==> config.mk <==
export PLATFORM = sky130hd
export DESIGN_NAME = tps_steer
export DESIGN_NICKNAME = d
export VERILOG_FILES = /design/src/design/tps_pkg.sv /design/src/design/tps_steer.sv
export SDC_FILE = /design/constraint.sdc
export NUM_CORES = 2
export LEC_CHECK = 0
export ABC_AREA = 1
export BUFFER_PORTS_ARGS = -buffer_cell sky130_fd_sc_hd__buf_2
export CORE_MARGIN = 4
export CORE_UTILIZATION = 30
export DETAILED_ROUTE_END_ITERATION = 7
export GPL_TIMING_DRIVEN = 0
export SLEW_MARGIN = 20
export SYNTH_ARGS = -nofsm -noshare
export SYNTH_HDL_FRONTEND = slang
export SYNTH_SLANG_ARGS = --single-unit
==> constraint.sdc <==
create_clock -name MCLK -period 9.2 [get_ports MCLK]
set_input_delay 2.3 -clock MCLK [delete_from_list [all_inputs] [get_ports MCLK]]
set_output_delay 2.3 -clock MCLK [all_outputs]
set_load 0.005 [all_outputs]
==> src/design/tps_pkg.sv <==
// Package for the timing packet steering and statistics block.
// Assumes one system clock domain; packet-port clocks arrive as plain inputs.
package tps_pkg;

  // ----------------------------------------------------------------
  // Connection modes and routes
  // ----------------------------------------------------------------
  localparam logic [1:0] TPS_MODE_SNOOP = 2'h0;
  localparam logic [1:0] TPS_MODE_PASS = 2'h1;
  localparam logic [1:0] TPS_MODE_ALONE = 2'h2;

  typedef enum logic [3:0] {
    TPS_RT_DROP = 4'h1,
    TPS_RT_FWD = 4'h2,
    TPS_RT_HOST = 4'h4,
    TPS_RT_REC = 4'h8
  } tps_route_t;

  // ----------------------------------------------------------------
  // Widths, counts and reset values
  // ----------------------------------------------------------------
  localparam int TPS_STREAMS = 4;
  localparam int TPS_CNT_W = 32;
  localparam int TPS_SEQ_W = 16;
  localparam int TPS_DV_W = 16;
  localparam int TPS_DV_UNIT_US = 125;
  localparam logic [31:0] TPS_CNT_RST = 32'h0000_0000;
  localparam logic [15:0] TPS_SEQ_HALF = 16'h8000;
  localparam logic [15:0] TPS_DV_RST = 16'h0000;

endpackage

==> src/design/tps_steer.sv <==
// Timing packet steering between two packet ports, the clock recovery
// path and the host, plus per-stream receive statistics.
// Assumes a classifier on MCLK gives each port a timing verdict by the
// frame's first byte, and one result pulse per accepted timing packet.
//
// Summary of operation
// - Listen-only mode drops non-timing, delivers timing packets.
// - Listen-only mode never transmits on any port.
// - Pass-through forwards non-timing packets to opposite port.
// - Pass-through diverts timing packets to timing processing.
// - Customer-side packets relay unchanged to provider side.
// - Own timing packets merge into provider-bound flow.
// - Standalone extracts timing, sends port 1 non-timing toward host.
// - Host path is DMA queue or second port.
// - Count accepted timing packets per stream, 32 bits.
// - Accumulate payload octets per stream, 32 bits.
// - Count lost packets from sequence gaps, 32 bits.
// - Report extended highest sequence, wraps in upper half.
// - Keep min and max delay variation per period.
// - All logic runs from the system clock.
`timescale 1ns/1ps
module tps_steer
  import tps_pkg::*;
#(
  parameter int STREAMS = TPS_STREAMS
) (
  input wire logic MCLK,
  input wire logic NRST,
  input wire logic CE,
  input wire logic [1:0] MODE,
  input wire logic HOST_VIA_PORT,
  input wire logic P1_RX_CLK,
  input wire logic P1_RX_DV,
  input wire logic [7:0] P1_RXD,
  input wire logic P1_TIMING,
  input wire logic P2_RX_CLK,
  input wire logic P2_RX_DV,
  input wire logic [7:0] P2_RXD,
  input wire logic P2_TIMING,
  output logic P1_TX_EN,
  output logic P1_TX_STB,
  output logic [7:0] P1_TXD,
  output logic P2_TX_EN,
  output logic P2_TX_STB,
  output logic [7:0] P2_TXD,
  output logic P1_REC_STB,
  output logic [7:0] P1_REC_DATA,
  output logic P2_REC_STB,
  output logic [7:0] P2_REC_DATA,
  output logic HOST_STB,
  output logic [7:0] HOST_DATA,
  input wire logic GEN_VALID,
  input wire logic [7:0] GEN_DATA,
  input wire logic GEN_LAST,
  output logic GEN_READY,
  input wire logic CLS_VALID,
  input wire logic [1:0] CLS_STREAM,
  input wire logic [15:0] CLS_SEQ,
  input wire logic [15:0] CLS_OCTETS,
  input wire logic [15:0] CLS_DELAY,
  input wire logic PERIOD_RESTART,
  input wire logic [1:0] STAT_SEL,
  output logic [31:0] STAT_PKTS,
  output logic [31:0] STAT_OCTETS,
  output logic [31:0] STAT_LOST,
  output logic [31:0] STAT_EXT_SEQ,
  output logic [15:0] STAT_DV_MIN,
  output logic [15:0] STAT_DV_MAX
);

  // The stream select is two bits wide, so more than four streams cannot be reached.
  if (STREAMS < 1 || STREAMS > 4) begin : g_streams_bad
    $error("STREAMS must be 1 to 4");
  end

  // ----------------------------------------------------------------
  // Route selection
  // ----------------------------------------------------------------
  // An unused mode code behaves as listen-only, the one mode that can
  // never disturb the network.
  function automatic tps_route_t route_of(input logic timing, input logic port2,
                                          input logic [1:0] mode, input logic via);
    tps_route_t r;
    r = TPS_RT_DROP;
    if (timing) begin
      r = TPS_RT_REC;
    end else if (mode == TPS_MODE_PASS) begin
      r = TPS_RT_FWD;
    end else if (mode == TPS_MODE_ALONE) begin
      r = via ? TPS_RT_FWD : (port2 ? TPS_RT_DROP : TPS_RT_HOST);
    end
    return r;
  endfunction

  // ----------------------------------------------------------------
  // Port input synchronisers and frame tracking
  // ----------------------------------------------------------------
  logic [1:0] clk_s1_reg, clk_s2_reg, clk_d_reg, dv_s1_reg, dv_s2_reg;
  logic [7:0] rxd_s1_reg [2];
  logic [7:0] rxd_s2_reg [2];
  logic [1:0] in_frame_reg, in_frame_next;
  tps_route_t route_reg [2];
  tps_route_t route_next [2];
  logic gen_act_reg, gen_act_next, gen_ready_next;
  logic [1:0] tx_en_next, tx_stb_next, rec_stb_next;
  logic [7:0] txd_next [2];
  logic [7:0] rec_data_next [2];
  logic host_stb_next;
  logic [7:0] host_data_next;
  logic [1:0] rx_ev;
  logic snoop, gen_take;
  tps_route_t cur [2];

  assign snoop = (MODE != TPS_MODE_PASS) && (MODE != TPS_MODE_ALONE);
  // An offer still standing as the mode turns listen-only is dropped, since
  // silence on the ports outranks the generator's handshake.
  assign gen_take = GEN_READY && GEN_VALID && !snoop;
  // The link clock is sampled, so a byte is taken on its rising edge.
  assign rx_ev = clk_s2_reg & ~clk_d_reg;

  always_comb begin
    in_frame_next = in_frame_reg;
    route_next = route_reg;
    gen_act_next = gen_act_reg;
    tx_stb_next = 2'h0;
    rec_stb_next = 2'h0;
    txd_next[0] = P1_TXD;
    txd_next[1] = P2_TXD;
    rec_data_next[0] = P1_REC_DATA;
    rec_data_next[1] = P2_REC_DATA;
    host_stb_next = 1'h0;
    host_data_next = HOST_DATA;
    for (int i = 0; i < 2; i++) begin
      cur[i] = in_frame_reg[i] ? route_reg[i]
             : route_of(i == 0 ? P1_TIMING : P2_TIMING, i == 1, MODE, HOST_VIA_PORT);
      if (rx_ev[i]) begin
        in_frame_next[i] = dv_s2_reg[i];
        route_next[i] = cur[i];
        if (dv_s2_reg[i]) begin
          unique case (cur[i])
            TPS_RT_REC: begin
              rec_stb_next[i] = 1'h1;
              // Bytes reach recovery untouched, so sender timestamps stay valid.
              rec_data_next[i] = rxd_s2_reg[i];
            end
            TPS_RT_HOST: begin
              host_stb_next = !snoop;
              host_data_next = rxd_s2_reg[i];
            end
            TPS_RT_FWD: begin
              // A byte that meets a locally generated frame is lost.
              if (i == 0 || (!gen_act_reg && !gen_take)) begin
                tx_stb_next[1 - i] = !snoop;
                txd_next[1 - i] = rxd_s2_reg[i];
              end
            end
            TPS_RT_DROP: begin
            end
          endcase
        end
      end
    end
    if (gen_take) begin
      tx_stb_next[0] = 1'h1;
      txd_next[0] = GEN_DATA;
      gen_act_next = !GEN_LAST;
    end
    if (snoop) begin
      gen_act_next = 1'h0;
    end
    gen_ready_next = !snoop && (gen_act_next || !(in_frame_next[1] && route_next[1] == TPS_RT_FWD));
    tx_en_next[0] = !snoop && ((in_frame_next[1] && route_next[1] == TPS_RT_FWD)
                    || gen_act_next || tx_stb_next[0]);
    tx_en_next[1] = !snoop && in_frame_next[0] && route_next[0] == TPS_RT_FWD;
  end

  // All state, port logic included, runs on the system clock.
  always_ff @(posedge MCLK) begin
    if (!NRST) begin
      clk_s1_reg <= 2'h0;
      clk_s2_reg <= 2'h0;
      clk_d_reg <= 2'h0;
      dv_s1_reg <= 2'h0;
      dv_s2_reg <= 2'h0;
      rxd_s1_reg <= '{8'h00, 8'h00};
      rxd_s2_reg <= '{8'h00, 8'h00};
      in_frame_reg <= 2'h0;
      route_reg <= '{TPS_RT_DROP, TPS_RT_DROP};
      gen_act_reg <= 1'h0;
      GEN_READY <= 1'h0;
      {P1_TX_EN, P2_TX_EN, P1_TX_STB, P2_TX_STB} <= 4'h0;
      {P1_TXD, P2_TXD, P1_REC_DATA, P2_REC_DATA} <= 32'h0000_0000;
      {P1_REC_STB, P2_REC_STB, HOST_STB} <= 3'h0;
      HOST_DATA <= 8'h00;
    end else if (CE) begin
      clk_s1_reg <= {P2_RX_CLK, P1_RX_CLK};
      clk_s2_reg <= clk_s1_reg;
      clk_d_reg <= clk_s2_reg;
      dv_s1_reg <= {P2_RX_DV, P1_RX_DV};
      dv_s2_reg <= dv_s1_reg;
      rxd_s1_reg <= '{P1_RXD, P2_RXD};
      rxd_s2_reg <= rxd_s1_reg;
      in_frame_reg <= in_frame_next;
      route_reg <= route_next;
      gen_act_reg <= gen_act_next;
      GEN_READY <= gen_ready_next;
      {P2_TX_EN, P1_TX_EN} <= tx_en_next;
      {P2_TX_STB, P1_TX_STB} <= tx_stb_next;
      P1_TXD <= txd_next[0];
      P2_TXD <= txd_next[1];
      {P2_REC_STB, P1_REC_STB} <= rec_stb_next;
      P1_REC_DATA <= rec_data_next[0];
      P2_REC_DATA <= rec_data_next[1];
      HOST_STB <= host_stb_next;
      HOST_DATA <= host_data_next;
    end
  end

  // ----------------------------------------------------------------
  // Per-stream statistics
  // ----------------------------------------------------------------
  logic [31:0] pkts_reg [STREAMS];
  logic [31:0] pkts_next [STREAMS];
  logic [31:0] oct_reg [STREAMS];
  logic [31:0] oct_next [STREAMS];
  logic [31:0] lost_reg [STREAMS];
  logic [31:0] lost_next [STREAMS];
  logic [31:0] ext_reg [STREAMS];
  logic [31:0] ext_next [STREAMS];
  logic [15:0] dmin_reg [STREAMS];
  logic [15:0] dmin_next [STREAMS];
  logic [15:0] dmax_reg [STREAMS];
  logic [15:0] dmax_next [STREAMS];
  logic [STREAMS-1:0] seen_reg, seen_next, fresh_reg, fresh_next;
  logic [15:0] gap;
  int unsigned s, q;

  always_comb begin
    s = 32'(CLS_STREAM) % STREAMS;
    q = 32'(STAT_SEL) % STREAMS;
    pkts_next = pkts_reg;
    oct_next = oct_reg;
    lost_next = lost_reg;
    ext_next = ext_reg;
    dmin_next = dmin_reg;
    dmax_next = dmax_reg;
    seen_next = seen_reg;
    fresh_next = PERIOD_RESTART ? {STREAMS{1'b1}} : fresh_reg;
    gap = CLS_SEQ - ext_reg[s][15:0];
    if (CLS_VALID) begin
      pkts_next[s] = pkts_reg[s] + 32'h0000_0001;
      oct_next[s] = oct_reg[s] + {16'h0000, CLS_OCTETS};
      seen_next[s] = 1'h1;
      fresh_next[s] = 1'h0;
      if (!seen_reg[s]) begin
        ext_next[s] = {16'h0000, CLS_SEQ};
      end else if (gap != 16'h0000 && gap < TPS_SEQ_HALF) begin
        // Late and duplicate packets leave the highest number alone.
        lost_next[s] = lost_reg[s] + {16'h0000, gap - 16'h0001};
        ext_next[s][15:0] = CLS_SEQ;
        if (CLS_SEQ < ext_reg[s][15:0]) begin
          ext_next[s][31:16] = ext_reg[s][31:16] + 16'h0001;
        end
      end
      if (fresh_reg[s] || PERIOD_RESTART) begin
        dmin_next[s] = CLS_DELAY;
        dmax_next[s] = CLS_DELAY;
      end else begin
        dmin_next[s] = (CLS_DELAY < dmin_reg[s]) ? CLS_DELAY : dmin_reg[s];
        dmax_next[s] = (CLS_DELAY > dmax_reg[s]) ? CLS_DELAY : dmax_reg[s];
      end
    end
  end

  always_ff @(posedge MCLK) begin
    if (!NRST) begin
      for (int i = 0; i < STREAMS; i++) begin
        pkts_reg[i] <= TPS_CNT_RST;
        oct_reg[i] <= TPS_CNT_RST;
        lost_reg[i] <= TPS_CNT_RST;
        ext_reg[i] <= TPS_CNT_RST;
        dmin_reg[i] <= TPS_DV_RST;
        dmax_reg[i] <= TPS_DV_RST;
      end
      seen_reg <= '0;
      fresh_reg <= '1;
      {STAT_PKTS, STAT_OCTETS, STAT_LOST, STAT_EXT_SEQ} <= 128'h0;
      {STAT_DV_MIN, STAT_DV_MAX} <= 32'h0000_0000;
    end else if (CE) begin
      pkts_reg <= pkts_next;
      oct_reg <= oct_next;
      lost_reg <= lost_next;
      ext_reg <= ext_next;
      dmin_reg <= dmin_next;
      dmax_reg <= dmax_next;
      seen_reg <= seen_next;
      fresh_reg <= fresh_next;
      STAT_PKTS <= pkts_reg[q];
      STAT_OCTETS <= oct_reg[q];
      STAT_LOST <= lost_reg[q];
      STAT_EXT_SEQ <= ext_reg[q];
      STAT_DV_MIN <= dmin_reg[q];
      STAT_DV_MAX <= dmax_reg[q];
    end
  end

  // ----------------------------------------------------------------
  // Checks
  // ----------------------------------------------------------------
  logic [31:0] h_pkts_reg, h_oct_reg, h_lost_reg;
  logic [15:0] h_seq_reg, h_oct_in_reg, h_dly_reg;
  int unsigned h_s_reg;
  always_ff @(posedge MCLK) begin
    h_s_reg <= s;
    h_pkts_reg <= pkts_reg[s];
    h_oct_reg <= oct_reg[s];
    h_lost_reg <= lost_reg[s];
    h_seq_reg <= CLS_SEQ;
    h_oct_in_reg <= CLS_OCTETS;
    h_dly_reg <= CLS_DELAY;
  end
endmodule

==> impl_metrics.csv <==
group,metric,value,unit
placed_design,port_buffers,295,
final_layout,nets,7922,
detailed_routing,drtPass1Iterations,8,
yosys,synth_top_family_by_area,"compound AO/OA/AOI/OAI gates",
die,start_util,30.3,%
worst_setup_path,ff2ff_path_depth,25,
power_and_ir_drop,pwr-share-clk,44.5,%
yosys,synthMuxAreaShare,0.162,%
sta,min_period_over_period,97.9,%
yosys,synth-compound-area-share,24.8,%
sta,hold-worst-slack,461,ps
sta,setup_viol,0,
final_layout,regArea,18200,um^2
flow_run,drv_cap,0,
yosys,syn_area,49500,um^2
yosys,synth_edf_count,0,
placed_design,place.gp.congestion,1.03,
sta,fin_crit,9000,ps
clocking,cts.sinks,909,
final_layout,multiInputGateArea,25100,um^2
placed_design,dpl_worst_slack,-1840,ps
clocking,cts_buffer_depth,3,
global_routing,first_global_vias,52600,
detailed_routing,via_per_inst,5.60,
worst_setup_path,cp_num_buf_inv,6,
final_layout,drive_gt1_share,9.87,%
yosys,synth_top_cell_by_area,"dfxtp_1",
power_and_ir_drop,power_frac_seq,39.5,%
yosys,synth.avg_cell_area,6.74,um^2
worst_setup_path,critical_path.startpoint_type,"primary input",
die,dieWidth,414,um
worst_setup_path,worstPathRequired,9890,ps
yosys,syn_inst,7345,
power_and_ir_drop,p_leak,24.8,nW
worst_setup_path,crit_top_cell,"nor2_1",
power_and_ir_drop,power.switching,3.33,mW
detailed_routing,antenna_left,0,
yosys,ys_warn_count,0,
final_layout,layout_commonest_cell,"inv_1",
yosys,ys_ff_latch,909,
worst_setup_path,cp.arrival,9690,ps
detailed_routing,vias,56000,
detailed_routing,wire_per_inst,26.0,um
clocking,clkTransAtPathRegs,60,ps
clocking,numCtsBuffers,107,
clocking,htreeDepth,3,
power_and_ir_drop,comb_power_share,16.0,%
worst_setup_path,slowest_stage,"buf_1",
worst_hold_path,hold_path_depth,2,
yosys,synth_top_area_share,36.8,%
global_routing,grt_max_degree,20,
power_and_ir_drop,ir_worst_vdd,187,uV
die,dieArea,171000,um^2
worst_setup_path,r2r_end,"lost_reg[26]",
sta,maxSlewHeadroom,9.84,%
clocking,clkLatencyLatePin,800,ps
detailed_routing,drtIter0Drc,7391,
die,core,163000,um^2
die,die_h,414,um
yosys,synth_fa_ha_area_share,2.25,%
yosys,synth_flop_cell,"dfxtp_1",
clocking,postCtsHoldBufs,0,
worst_setup_path,critical_path_class,"primary input to flop",
power_and_ir_drop,power_switching_share,31.3,%
worst_hold_path,min_path_type,"flop to flop",
die,rows,148,
final_layout,layout_common_cells,"inv_1, nand2_1, dfxtp_1",
yosys,synth_xor_xnor_area_share,1.30,%
worst_setup_path,cp-end-kind,"flop",
placed_design,dpl.hpwl,192000,um
yosys,synth_fp_nets,7524,
sta,clock_skew,61.1,ps
worst_setup_path,critPathTopFamily,"simple AND/OR/NAND/NOR gates",
worst_setup_path,crit_cells,31,
global_routing,grt_pass1_wl,369000,um
final_layout,area_growth,16.4,%
detailed_routing,drc,2,
die,ios,300,
sta,finalHoldViolations,0,
yosys,synth-simple-area-share,22.2,%
worst_setup_path,cp_max_fo,19,
yosys,yosysUniqueCellTypes,59,
final_layout,fill_cells,17700,
outcome,status,"finished with violations",
sta,rsz0062_at_grt,"no",
global_routing,grt_overflow,0,
detailed_routing,totalWireLength,260000,um
power_and_ir_drop,intPower,7.30,mW
global_routing,antenna_found_initial,13,
outcome,violations,"DRC",
yosys,synth_area_leaders,"dfxtp_1, a21oi_1, inv_1",
clocking,cts-root-buf,"clkbuf_16",
sta,worst_pin_slew,1350,ps
worst_setup_path,critPathMaxStageDelay,760,ps
yosys,async_flop_share,0,%
sta,fmax,111,MHz
sta,setup_ws,197,ps
worst_setup_path,ff2ff_setup_slack,3570,ps
yosys,ys_seq_area_share,36.8,%
power_and_ir_drop,powerDensity,185,nW/um^2
clocking,tritoncts,"done",
global_routing,grtUsageTotal,28.8,%
sta,slew_viol_final,0,
-- Yosys cell counts (85+ instances only) --
library cell	number
nand3_1	634
nand2_1	963
inv_1	1046
clkbuf_1	335
o22ai_1	92
dfxtp_1	909
a21oi_1	809
nor2_1	716
buf_2	88
o21ai_0	730
nand4_1	85
o211ai_1	206
-- cell families after synthesis --
group | count (synthesis)
and+or+nand+nor | 2537
AOI/OAI and AO/OA | 2144
buffers and inverters | 1588
DFF | 909
adders and majority gates | 87
xor gates and xnor gates | 72
muxes | 8
-- routing by layer --
layer | up-vias | GRT usage [%] | part of all wire, %
met5 | - | 0 | 0.013
met4 | 4 | 20.1 | 8.1
met3 | 863 | 6.96 | 11
met2 | 3575 | 44.1 | 43
met1 | 26300 | 35.5 | 38
li1 | 25300 | - | -
-- how the worst max path moves through the flow --
stage / slack, ps / startpoint / endpoint
detailed placement: -1840 / CLS_STREAM[1] / lost_reg[58]
floorplan: 1690 / CLS_STREAM[0] / lost_reg[122]
global route: 6 / CLS_STREAM[0] / lost_reg[26]
global placement: -1790 / CLS_STREAM[1] / lost_reg[90]
finish: 200 / CLS_STREAM[1] / lost_reg[26]
CTS: 40 / CLS_STREAM[1] / lost_reg[26]
-- area by class of cell --
class	instances	share of cell area [%]
Timing Repair Buffer	296	2.58
Sequential cell	909	31.6
Multi-Input combinational cell	4848	43.6
Clock buffer	139	5.12
Buffer	497	3.73
Tap cell	2175	4.72
Clock inverter	59	1.57
Antenna cell	4	0.0174
Inverter	1084	7.06
-- power groups by stage --
stage | combinational, mW | clock (mW) | sequential, mW
after global routing | 1.80 | 4.91 | 4.21
after floorplan | 0.935 | 0 | 4.24
after CTS | 1.64 | 4.75 | 4.20
final | 1.70 | 4.73 | 4.20
after detailed placement | 1.64 | 0 | 4.28
after global placement | 1.63 | 0 | 4.28
-- worst register-to-register path, delay by kind of cell (launching register included) --
kind	cells	cell delay [ps]
adders and majority gates	3	1120
and+or+nand+nor	16	2520
buffers and inverters	1	140
AOI/OAI and AO/OA	2	590
DFF	1	400
xor gates and xnor gates	3	790
-- what timing repair did --
action | 4_1_cts | 5_1_grt
resized for setup | 14 | 13
pin swaps | 0 | 0
endpoints found under the hold margin | 0 | 0
setup endpoints to repair | 80 | 60
setup buffers | 0 | 0
-- metrics by stage --
stage | total power [mW] | util (%) | std cells | area, um^2 | setup TNS [ps]
6_report | 10.6 | 35.3 | 10000 | 57600 | 0
5_1_grt | 10.9 | 35.3 | 10000 | 57600 | 0
4_1_cts | 10.6 | 35.3 | 10000 | 57600 | 0
3_5_place_dp | 5.92 | 32.9 | 9816 | 53700 | -120750
3_3_place_gp | 5.90 | 32.9 | 9815 | 53700 | -118860
2_1_floorplan | 5.18 | - | 7345 | 49500 | 0
No activity file was read; power rests on OpenSTA's default activity.
